[src/hub_irq_pkg.sv]
package hub_irq_pkg;
  // ****************************************
  // register map: printed offsets are not multiples of four, so they are indices
  // ****************************************
  localparam logic [7:0] FORWARD_STATUS_IDX = 8'h22; // forwarding status
  localparam logic [7:0] IRQ_CONTROL_IDX = 8'h23; // interrupt control
  localparam logic [7:0] IRQ_STATUS_IDX = 8'h24; // interrupt status
  localparam logic [7:0] SRC_CONFIG_IDX = 8'h30; // sync forward select
  localparam logic [7:0] EVT_STATUS_IDX = 8'h31; // sticky event status
  localparam logic [7:0] EVT_ENABLE_IDX = 8'h32; // event enable
  localparam logic [7:0] EVT_CLEAR_IDX = 8'h33; // event clear, write only
  // ****************************************
  // field positions
  // ****************************************
  localparam int SYNC_LOCKED_BIT = 0;
  localparam int SYNC_FAIL_BIT = 2;
  localparam int TX_IRQ_BIT = 4;
  localparam int GLOBAL_BIT = 7;
  localparam int SELECT_LSB = 2; // sync_forward_select field [3:2]
  localparam int NUM_RX = 4;
  localparam int NUM_EVT = 3; // lock gained, lock lost, sync failure
  // ****************************************
  // reset values and masks
  // ****************************************
  localparam logic [7:0] FORWARD_STATUS_RST = 8'h00;
  localparam logic [7:0] IRQ_CONTROL_RST = 8'h00;
  localparam logic [7:0] IRQ_CONTROL_MASK = 8'h9F;
  localparam logic [1:0] SELECT_OFF = 2'h0;
  localparam logic [1:0] AXI_OKAY = 2'h0;
  localparam logic [1:0] AXI_DECERR = 2'h3;
endpackage

[src/hub_sticky_flag.sv]
`timescale 1ns/1ns
// one sticky status bit; a set in the clearing cycle wins
module hub_sticky_flag (
  input wire logic aclk,
  input wire logic aresetn,
  input wire logic set_i,
  input wire logic clr_i,
  output logic flag_o
);
  typedef struct packed {
    logic flag;
  } state_s;
  state_s s_q, s_d;
  // set has priority so no event is lost
  always_comb begin
    s_d = s_q;
    if (clr_i) begin
      s_d.flag = 1'b0;
    end
    if (set_i) begin
      s_d.flag = 1'b1;
    end
  end
  always_ff @(posedge aclk) begin
    if (!aresetn) begin
      s_q <= '0;
    end else begin
      s_q <= s_d;
    end
  end
  assign flag_o = s_q.flag;
endmodule

[src/hub_axil_slave.sv]
`timescale 1ns/1ns
// minimal axi4-lite slave: one write and one read at a time, answer after both halves
module hub_axil_slave #(
  parameter int ADDR_W = 10
) (
  input wire logic aclk,
  input wire logic aresetn,
  input wire logic [ADDR_W-1:0] s_axi_awaddr,
  input wire logic s_axi_awvalid,
  output logic s_axi_awready,
  input wire logic [31:0] s_axi_wdata,
  input wire logic [3:0] s_axi_wstrb,
  input wire logic s_axi_wvalid,
  output logic s_axi_wready,
  output logic [1:0] s_axi_bresp,
  output logic s_axi_bvalid,
  input wire logic s_axi_bready,
  input wire logic [ADDR_W-1:0] s_axi_araddr,
  input wire logic s_axi_arvalid,
  output logic s_axi_arready,
  output logic [31:0] s_axi_rdata,
  output logic [1:0] s_axi_rresp,
  output logic s_axi_rvalid,
  input wire logic s_axi_rready,
  // register-side strobes, one cycle each
  output logic wr_o,
  output logic [ADDR_W-3:0] wr_idx_o,
  output logic [7:0] wr_data_o,
  input wire logic wr_ok_i,
  output logic rd_o,
  output logic [ADDR_W-3:0] rd_idx_o,
  input wire logic [7:0] rd_data_i,
  input wire logic rd_ok_i
);
  initial begin
    if (ADDR_W < 10) $error("ADDR_W too small for the register map");
  end
  typedef struct packed {
    logic aw_got;
    logic [ADDR_W-3:0] aw_idx;
    logic w_got;
    logic [7:0] wdata;
    logic bvalid;
    logic [1:0] bresp;
    logic rvalid;
    logic [7:0] rdata;
    logic [1:0] rresp;
    logic aw_rdy; // address channel free, kept in a flop so the port comes straight from it
    logic w_rdy; // data channel free
    logic ar_rdy; // read channel free
  } state_s;
  state_s s_q, s_d;
  logic do_wr, do_rd;
  // write fires once both halves are held and no response is pending
  assign do_wr = s_q.aw_got && s_q.w_got && !s_q.bvalid;
  // read fires the cycle the address is taken; the strobe clears the sync failure flag on a forwarding status read
  assign do_rd = s_axi_arvalid && !s_q.rvalid;
  always_comb begin
    s_d = s_q;
    if (s_axi_awvalid && !s_q.aw_got) begin
      s_d.aw_got = 1'b1;
      s_d.aw_idx = s_axi_awaddr[ADDR_W-1:2];
    end
    if (s_axi_wvalid && !s_q.w_got) begin
      s_d.w_got = 1'b1;
      // only lane 0 carries data; other lanes are ignored
      s_d.wdata = s_axi_wstrb[0] ? s_axi_wdata[7:0] : 8'h00;
    end
    if (do_wr) begin
      s_d.aw_got = 1'b0;
      s_d.w_got = 1'b0;
      s_d.bvalid = 1'b1;
      s_d.bresp = wr_ok_i ? hub_irq_pkg::AXI_OKAY : hub_irq_pkg::AXI_DECERR;
    end
    if (s_q.bvalid && s_axi_bready) begin
      s_d.bvalid = 1'b0;
    end
    if (do_rd) begin
      s_d.rvalid = 1'b1;
      s_d.rdata = rd_data_i;
      s_d.rresp = rd_ok_i ? hub_irq_pkg::AXI_OKAY : hub_irq_pkg::AXI_DECERR;
    end
    if (s_q.rvalid && s_axi_rready) begin
      s_d.rvalid = 1'b0;
    end
    // ready flags follow the hold flags one edge ahead, so the ports need no gate
    s_d.aw_rdy = !s_d.aw_got;
    s_d.w_rdy = !s_d.w_got;
    s_d.ar_rdy = !s_d.rvalid;
  end
  always_ff @(posedge aclk) begin
    if (!aresetn) begin
      s_q <= '0;
      s_q.aw_rdy <= 1'b1;
      s_q.w_rdy <= 1'b1;
      s_q.ar_rdy <= 1'b1;
    end else begin
      s_q <= s_d;
    end
  end
  assign s_axi_awready = s_q.aw_rdy;
  assign s_axi_wready = s_q.w_rdy;
  assign s_axi_bvalid = s_q.bvalid;
  assign s_axi_bresp = s_q.bresp;
  assign s_axi_arready = s_q.ar_rdy;
  assign s_axi_rvalid = s_q.rvalid;
  assign s_axi_rdata = {24'h000000, s_q.rdata};
  assign s_axi_rresp = s_q.rresp;
  assign wr_o = do_wr;
  assign wr_idx_o = s_q.aw_idx;
  assign wr_data_o = s_q.wdata;
  assign rd_o = do_rd;
  assign rd_idx_o = s_axi_araddr[ADDR_W-1:2];
endmodule

[src/hub_irq_and_sync_status.sv]
// Decided for this implementation: the AXI4-Lite slave port.
`timescale 1ns/1ns
module hub_irq_and_sync_status #(
  parameter int ADDR_W = 10
) (
  input wire logic aclk,
  input wire logic aresetn,
  // axi4-lite register port
  input wire logic [ADDR_W-1:0] s_axi_awaddr,
  input wire logic s_axi_awvalid,
  output logic s_axi_awready,
  input wire logic [31:0] s_axi_wdata,
  input wire logic [3:0] s_axi_wstrb,
  input wire logic s_axi_wvalid,
  output logic s_axi_wready,
  output logic [1:0] s_axi_bresp,
  output logic s_axi_bvalid,
  input wire logic s_axi_bready,
  input wire logic [ADDR_W-1:0] s_axi_araddr,
  input wire logic s_axi_arvalid,
  output logic s_axi_arready,
  output logic [31:0] s_axi_rdata,
  output logic [1:0] s_axi_rresp,
  output logic s_axi_rvalid,
  input wire logic s_axi_rready,
  // forwarding engine status
  input wire logic engine_synced,
  input wire logic frame_sent,
  input wire logic sync_failed,
  // interrupt sources
  input wire logic [3:0] rx_event,
  input wire logic tx_event,
  input wire logic tx_event_register_read,
  input wire logic [3:0] rx_link_status_a_read,
  input wire logic [3:0] rx_link_status_b_read,
  input wire logic [3:0] rx_packet_status_read,
  // interrupt outputs
  output logic irq_out,
  output logic evt_irq
);
  // ****************************************
  // state
  // ****************************************
  typedef struct packed {
    logic [7:0] irq_control; // enables and global enable
    logic [1:0] sync_forward_select; // forwarding mode field
    logic sync_locked_flag; // registered lock indication
    logic frame_seen; // a full synced frame went out
    logic [3:0] rx_read_a; // per-port read tracking
    logic [3:0] rx_read_b;
    logic [3:0] rx_read_p;
    logic [2:0] evt_enable; // event interrupt enables
    logic irq; // interrupt line to controller
    logic evt_irq; // event interrupt line
  } state_s;
  state_s s_q, s_d;

  // ****************************************
  // bus slave
  // ****************************************
  logic wr, rd;
  logic [ADDR_W-3:0] wr_idx, rd_idx;
  logic [7:0] wr_data, rd_data;
  logic wr_ok, rd_ok;
  hub_axil_slave #(.ADDR_W(ADDR_W)) u_bus (
    .aclk(aclk),
    .aresetn(aresetn),
    .s_axi_awaddr(s_axi_awaddr),
    .s_axi_awvalid(s_axi_awvalid),
    .s_axi_awready(s_axi_awready),
    .s_axi_wdata(s_axi_wdata),
    .s_axi_wstrb(s_axi_wstrb),
    .s_axi_wvalid(s_axi_wvalid),
    .s_axi_wready(s_axi_wready),
    .s_axi_bresp(s_axi_bresp),
    .s_axi_bvalid(s_axi_bvalid),
    .s_axi_bready(s_axi_bready),
    .s_axi_araddr(s_axi_araddr),
    .s_axi_arvalid(s_axi_arvalid),
    .s_axi_arready(s_axi_arready),
    .s_axi_rdata(s_axi_rdata),
    .s_axi_rresp(s_axi_rresp),
    .s_axi_rvalid(s_axi_rvalid),
    .s_axi_rready(s_axi_rready),
    .wr_o(wr),
    .wr_idx_o(wr_idx),
    .wr_data_o(wr_data),
    .wr_ok_i(wr_ok),
    .rd_o(rd),
    .rd_idx_o(rd_idx),
    .rd_data_i(rd_data),
    .rd_ok_i(rd_ok)
  );

  // ****************************************
  // decode helpers
  // ****************************************
  function automatic logic hit(input logic [ADDR_W-3:0] idx, input logic [7:0] reg_idx);
    hit = (idx == (ADDR_W-2)'(reg_idx));
  endfunction

  logic sync_on; // sync forwarding selected
  assign sync_on = (s_q.sync_forward_select != hub_irq_pkg::SELECT_OFF);

  logic rd_fwd, rd_irq_sts, rd_evt;
  assign rd_fwd = rd && hit(rd_idx, hub_irq_pkg::FORWARD_STATUS_IDX);
  assign rd_irq_sts = rd && hit(rd_idx, hub_irq_pkg::IRQ_STATUS_IDX);
  assign rd_evt = rd && hit(rd_idx, hub_irq_pkg::EVT_STATUS_IDX);

  // ****************************************
  // sticky flags
  // ****************************************
  logic sync_fail_flag;
  logic [3:0] rx_flag;
  logic tx_irq_flag;
  logic [3:0] rx_clear;
  logic [2:0] evt_set, evt_flag, evt_clr;

  // failure only counts while synced forwarding runs and a frame has gone out
  hub_sticky_flag u_fail (
    .aclk(aclk),
    .aresetn(aresetn),
    .set_i(sync_failed && sync_on && s_q.frame_seen),
    .clr_i(rd_fwd),
    .flag_o(sync_fail_flag)
  );

  hub_sticky_flag u_tx (
    .aclk(aclk),
    .aresetn(aresetn),
    .set_i(tx_event),
    .clr_i(tx_event_register_read),
    .flag_o(tx_irq_flag)
  );

  // each port needs all three status registers read before its flag drops
  genvar g;
  generate
    for (g = 0; g < hub_irq_pkg::NUM_RX; g++) begin : g_rx
      assign rx_clear[g] = (s_q.rx_read_a[g] || rx_link_status_a_read[g])
                        && (s_q.rx_read_b[g] || rx_link_status_b_read[g])
                        && (s_q.rx_read_p[g] || rx_packet_status_read[g]);
      hub_sticky_flag u_rx (
        .aclk(aclk),
        .aresetn(aresetn),
        .set_i(rx_event[g]),
        .clr_i(rx_clear[g]),
        .flag_o(rx_flag[g])
      );
    end
    for (g = 0; g < hub_irq_pkg::NUM_EVT; g++) begin : g_evt
      assign evt_clr[g] = wr && hit(wr_idx, hub_irq_pkg::EVT_CLEAR_IDX) && wr_data[g];
      hub_sticky_flag u_evt (
        .aclk(aclk),
        .aresetn(aresetn),
        .set_i(evt_set[g]),
        .clr_i(evt_clr[g]),
        .flag_o(evt_flag[g])
      );
    end
  endgenerate

  // block events: lock gained, lock lost, failure recorded
  logic lock_now;
  assign lock_now = engine_synced && sync_on;
  assign evt_set = {sync_failed && sync_on && s_q.frame_seen,
                    s_q.sync_locked_flag && !lock_now,
                    !s_q.sync_locked_flag && lock_now};

  // ****************************************
  // pending and read mux
  // ****************************************
  logic [4:0] src_flags;
  logic pending;
  assign src_flags = {tx_irq_flag, rx_flag};
  // global enable deliberately absent from the pending term
  assign pending = |(src_flags & s_q.irq_control[4:0]);

  // reserved bits are tied to zero in every read value
  always_comb begin
    rd_data = 8'h00;
    rd_ok = 1'b1;
    if (hit(rd_idx, hub_irq_pkg::FORWARD_STATUS_IDX)) begin
      rd_data[hub_irq_pkg::SYNC_FAIL_BIT] = sync_fail_flag;
      rd_data[hub_irq_pkg::SYNC_LOCKED_BIT] = s_q.sync_locked_flag;
    end else if (hit(rd_idx, hub_irq_pkg::IRQ_CONTROL_IDX)) begin
      rd_data = s_q.irq_control;
    end else if (hit(rd_idx, hub_irq_pkg::IRQ_STATUS_IDX)) begin
      rd_data[hub_irq_pkg::GLOBAL_BIT] = pending;
      rd_data[4:0] = src_flags;
    end else if (hit(rd_idx, hub_irq_pkg::SRC_CONFIG_IDX)) begin
      rd_data[hub_irq_pkg::SELECT_LSB +: 2] = s_q.sync_forward_select;
    end else if (hit(rd_idx, hub_irq_pkg::EVT_STATUS_IDX)) begin
      rd_data[2:0] = evt_flag;
    end else if (hit(rd_idx, hub_irq_pkg::EVT_ENABLE_IDX)) begin
      rd_data[2:0] = s_q.evt_enable;
    end else if (hit(rd_idx, hub_irq_pkg::EVT_CLEAR_IDX)) begin
      rd_data = 8'h00; // write only
    end else begin
      rd_ok = 1'b0; // unmapped: decode error
    end
  end

  // writes to read-only registers are accepted and ignored
  always_comb begin
    wr_ok = hit(wr_idx, hub_irq_pkg::FORWARD_STATUS_IDX)
         || hit(wr_idx, hub_irq_pkg::IRQ_CONTROL_IDX)
         || hit(wr_idx, hub_irq_pkg::IRQ_STATUS_IDX)
         || hit(wr_idx, hub_irq_pkg::SRC_CONFIG_IDX)
         || hit(wr_idx, hub_irq_pkg::EVT_STATUS_IDX)
         || hit(wr_idx, hub_irq_pkg::EVT_ENABLE_IDX)
         || hit(wr_idx, hub_irq_pkg::EVT_CLEAR_IDX);
  end

  // ****************************************
  // next state
  // ****************************************
  always_comb begin
    s_d = s_q;
    if (wr && hit(wr_idx, hub_irq_pkg::IRQ_CONTROL_IDX)) begin
      s_d.irq_control = wr_data & hub_irq_pkg::IRQ_CONTROL_MASK;
    end
    if (wr && hit(wr_idx, hub_irq_pkg::SRC_CONFIG_IDX)) begin
      s_d.sync_forward_select = wr_data[hub_irq_pkg::SELECT_LSB +: 2];
    end
    if (wr && hit(wr_idx, hub_irq_pkg::EVT_ENABLE_IDX)) begin
      s_d.evt_enable = wr_data[2:0];
    end
    s_d.sync_locked_flag = lock_now;
    // first-frame history restarts whenever sync forwarding is off
    if (!sync_on) begin
      s_d.frame_seen = 1'b0;
    end else if (frame_sent) begin
      s_d.frame_seen = 1'b1;
    end
    // read tracking: remember reads until the flag clears, restart on new event
    for (int i = 0; i < hub_irq_pkg::NUM_RX; i++) begin
      if (rx_clear[i] || rx_event[i]) begin
        s_d.rx_read_a[i] = 1'b0;
        s_d.rx_read_b[i] = 1'b0;
        s_d.rx_read_p[i] = 1'b0;
      end else begin
        s_d.rx_read_a[i] = s_q.rx_read_a[i] | (rx_flag[i] & rx_link_status_a_read[i]);
        s_d.rx_read_b[i] = s_q.rx_read_b[i] | (rx_flag[i] & rx_link_status_b_read[i]);
        s_d.rx_read_p[i] = s_q.rx_read_p[i] | (rx_flag[i] & rx_packet_status_read[i]);
      end
    end
    s_d.irq = pending && s_q.irq_control[hub_irq_pkg::GLOBAL_BIT];
    s_d.evt_irq = |(evt_flag & s_q.evt_enable);
  end

  always_ff @(posedge aclk) begin
    if (!aresetn) begin
      s_q <= '0;
    end else begin
      s_q <= s_d;
    end
  end

  assign irq_out = s_q.irq;
  assign evt_irq = s_q.evt_irq;
endmodule

[config.mk]
export PLATFORM = sky130hd
export DESIGN_NAME = hub_irq_and_sync_status
export DESIGN_NICKNAME = d
export VERILOG_FILES = /design/src/hub_irq_pkg.sv /design/src/hub_sticky_flag.sv /design/src/hub_axil_slave.sv /design/src/hub_irq_and_sync_status.sv
export SDC_FILE = /design/constraint.sdc
export NUM_CORES = 1
export LEC_CHECK = 0
export ABC_CLOCK_PERIOD_IN_PS = 2000
export BUFFER_PORTS_ARGS = -buffer_cell sky130_fd_sc_hd__buf_2
export CORE_MARGIN = 2
export CORE_UTILIZATION = 25
export CTS_CLUSTER_DIAMETER = 150
export DETAILED_ROUTE_END_ITERATION = 6
export GPL_TIMING_DRIVEN = 0
export RECOVER_POWER = 100
export REMOVE_ABC_BUFFERS = 1
export SYNTH_ARGS = -nofsm -noshare
export SYNTH_HDL_FRONTEND = slang
export SYNTH_SLANG_ARGS = --single-unit
[constraint.sdc]
create_clock -name aclk -period 2 [get_ports aclk]
set_clock_uncertainty 0.2 [all_clocks]
set_input_delay 0.3 -clock aclk [delete_from_list [all_inputs] [get_ports aclk]]
set_output_delay 0.3 -clock aclk [all_outputs]
set_load 0.1 [all_outputs]
==> run metrics <==
core area 11470 µm²; Final Net Count 478; post-route cell area 3567 µm²; Synth Instances 333; Via density 4.448; share of synthesized registers carrying an async set or reset 0%; Syn Area/Cell 8.834 µm²; worst setup path endpoint s_q[2]; sequential cell area fraction in the yosys report 44.24%; Synth top area share 44.24%; IO buf count 67; CP cell instances nor4b_4, nand2_1, nor3_1, mux2i_1; CTS tree done; EDFF count, synth 0; Final min period 1.898 ns; Max transition margin 41.82%; setup TNS 0 ns; initial antenna violation count 0; unrepaired setup endpoints after global routing false; reg2reg start u_bus.wr_idx_o[3]; H-Tree Depth 3; maxcap violations 0; Num CTS Buffers 9; Starting Density 25.65%; DPL Wire Length 4.983 mm; Top FF cell, synth dfxtp_1; most common cell after layout, fill and taps aside dfxtp_1; gr ovfl total 0; achievable frequency 0.5268 GHz; Worst Hold Class input port to flip-flop; Buf+Inv Stages, Crit Path 0; gpl congestion 0.7379; first-pass GRT wire length 11.23 mm; delay of the slowest critical-path stage 0.52 ns; largest cells by area after synthesis dfxtp_1 (44%), buf_4 (9.2%), mux2i_1 (7.1%), a21oi_1 (5.6%), nor2_1 (5.1%); CP endpoint kind flip-flop; final setup fails 0; initial DRC count 106; final WL 6.778 mm; Netlist cell types 42; CTS clock-pin slew for the worst setup and hold paths 0.06 ns; measured slew at the worst slew-check pin 0.8709 ns; drt wl/cell 12.51 µm; io pins 127; Fin. Hold Viols 0; FF/Latch Area 1301 µm²; placed cell area 3222 µm²; Clock Tree Root clkbuf_16; vias in the first global route 2363; die area 12650 µm²; most frequent cells in the layout dfxtp_1 (65), buf_2 (50), nor2_1 (40); CP arrival 1.95 ns; placed cells 519; number of fill cells 1203; Syn. warnings 0; max-slew violation count 0; top cell type by total area after synthesis dfxtp_1; CP Max Fanout 3; Longest Clk Path Bufs 2; Post-route DRC 0; CP Class flip-flop to flip-flop; final cell count without fillers 542; r2r setup slk 0.10 ns; reg-to-reg endpoint s_q[2]; post-place setup slack -0.3431 ns; Tcrit/Tclk final 94.91%; Lkg Pwr 1.461 nW; Worst path top cell family by delay simple AND/OR/NAND/NOR gates; Tot GR Track Use 11.20%; Synth Register Bits 65; PD cells 968.9 nW/µm²; detailed-route via count 2411; critical path depth in cells 4; clk_lat worst skew 0.33 ns; Rows 39; outcome complete, no violations; mapped cell area 2942 µm²; area of the multi-input gates 1361 µm²; CP startpoint kind flip-flop; worst setup path startpoint u_bus.wr_idx_o[3]; clock sink count 65; VDD IR max 0.4856 mV; n_diodes 0; largest net degree at the start of global routing 28; Slowest-stage cell, CP nor3_1; final setup margin 0.1018 ns; WP data required 2.05 ns; post-layout util 31.11%; Die Wd 112.5 µm; layout cell share with drive strength beyond 1 23.06%; Worst R2R Path Depth 4; antenna viol nets, final 0; Pre-antenna DRT Iters 4; P&R area growth vs syn 21.27%; die height 112.5 µm
==> Yosys cell counts, types with 2 or more instances <==
cell type and n:
nor4b_4 2, inv_1 8, or3_1 2, o21ai_0 12
o22ai_1 3, clkbuf_1 10, a31oi_1 3, a22o_1 2
a222oi_1 2, buf_4 36, a311oi_1 2, a22oi_1 5
nand4_1 2, mux2i_1 21, nor2b_1 8, nor2_1 40
dfxtp_1 65, nor4b_1 2, a21oi_1 33, nand2b_1 6
nand3b_1 7, o22a_1 4, nand2_1 29, nor4bb_1 2
nand3_1 10
==> cell type report <==
type                       instances  area share [%]
tap                              143           5.016
clock buffer                       9           6.314
timing repair inverter             1          0.1403
clock inverter                     7           1.999
sequential                        65           36.48
inverter                           8          0.9470
timing repair buffer              73           10.94
multi-input combinational        236           38.16
==> report_power, final <==
group / internal (mW) / switching [mW]
registers: 1.34 / 0.0386
logic: 0.113 / 0.427
clock network: 0.960 / 0.579
==> state kept, by name, indices dropped and copies added, names as in the netlist, 2 cells and up <==
signal / count
g_evt.u_evt.flag_o: 3
g_rx.u_rx.flag_o: 4
s_q: 25
u_bus.s_axi_rdata: 6
u_bus.s_q: 2
u_bus.wr_data_o: 6
u_bus.wr_idx_o: 8
==> worst min path at each step <==
stage                            to  depth (start not counted)  slack [ns]                startpoint
2_1_floorplan   u_bus.s_axi_arready                          1        0.19                   aresetn
3_3_place_gp   u_bus.s_axi_rdata[3]                          2        0.24      u_bus.s_axi_rdata[3]
3_5_place_dp   u_bus.s_axi_rdata[7]                          2        0.24      u_bus.s_axi_rdata[7]
4_1_cts                      s_q[9]                          3       0.003  rx_link_status_b_read[0]
5_1_grt           u_bus.wr_idx_o[4]                          3        0.02           s_axi_awaddr[6]
6_report          u_bus.wr_idx_o[4]                          3        0.01           s_axi_awaddr[6]
==> metal layers <==
metal	GRT usage [%]	wire length (µm)	share of wire, %	up-vias
met4	6.098	153	2.3	0
met3	1.674	308	4.5	12
met5	0	0	0	-
met1	13.69	3125	46	1088
met2	18.96	3189	47	85
li1	-	-	-	1226
==> stage by stage <==
step / total power, mW / hold WS, ns
6_report: 3.456 / 0.01061
3_3_place_gp: 1.930 / 0.2413
4_1_cts: 3.523 / 0.003450
3_5_place_dp: 1.938 / 0.2426
2_1_floorplan: 1.818 / 0.1944
5_1_grt: 3.603 / 0.01808
==> tightest hold or removal path, stage by stage <==
cell and delay (ns):
buf_2 0.07, mux2i_1 0.05, nor2_1 0.07
==> cell families after synthesis <==
family                 count (synthesis)  synth area share [%]
multiplexers                          21                 7.146
flip-flops                            65                 44.24
AND/OR/NAND/NOR                      118                 21.65
other                                  1                0.1275
buffers and inverters                 57                 12.16
AO/OA/AOI/OAI                         71                 14.68
==> timing repair <==
item | CTS | global route
hold buffers | 5 | 0
pin swaps | 0 | 1
hold endpoints to repair | 5 | 0
resized for setup | 1 | 0
endpoints found under the setup margin | 2 | 6
setup buffers | 0 | 1
cloned | 1 | 0
Note: power is estimated with default switching activity, not from simulation.
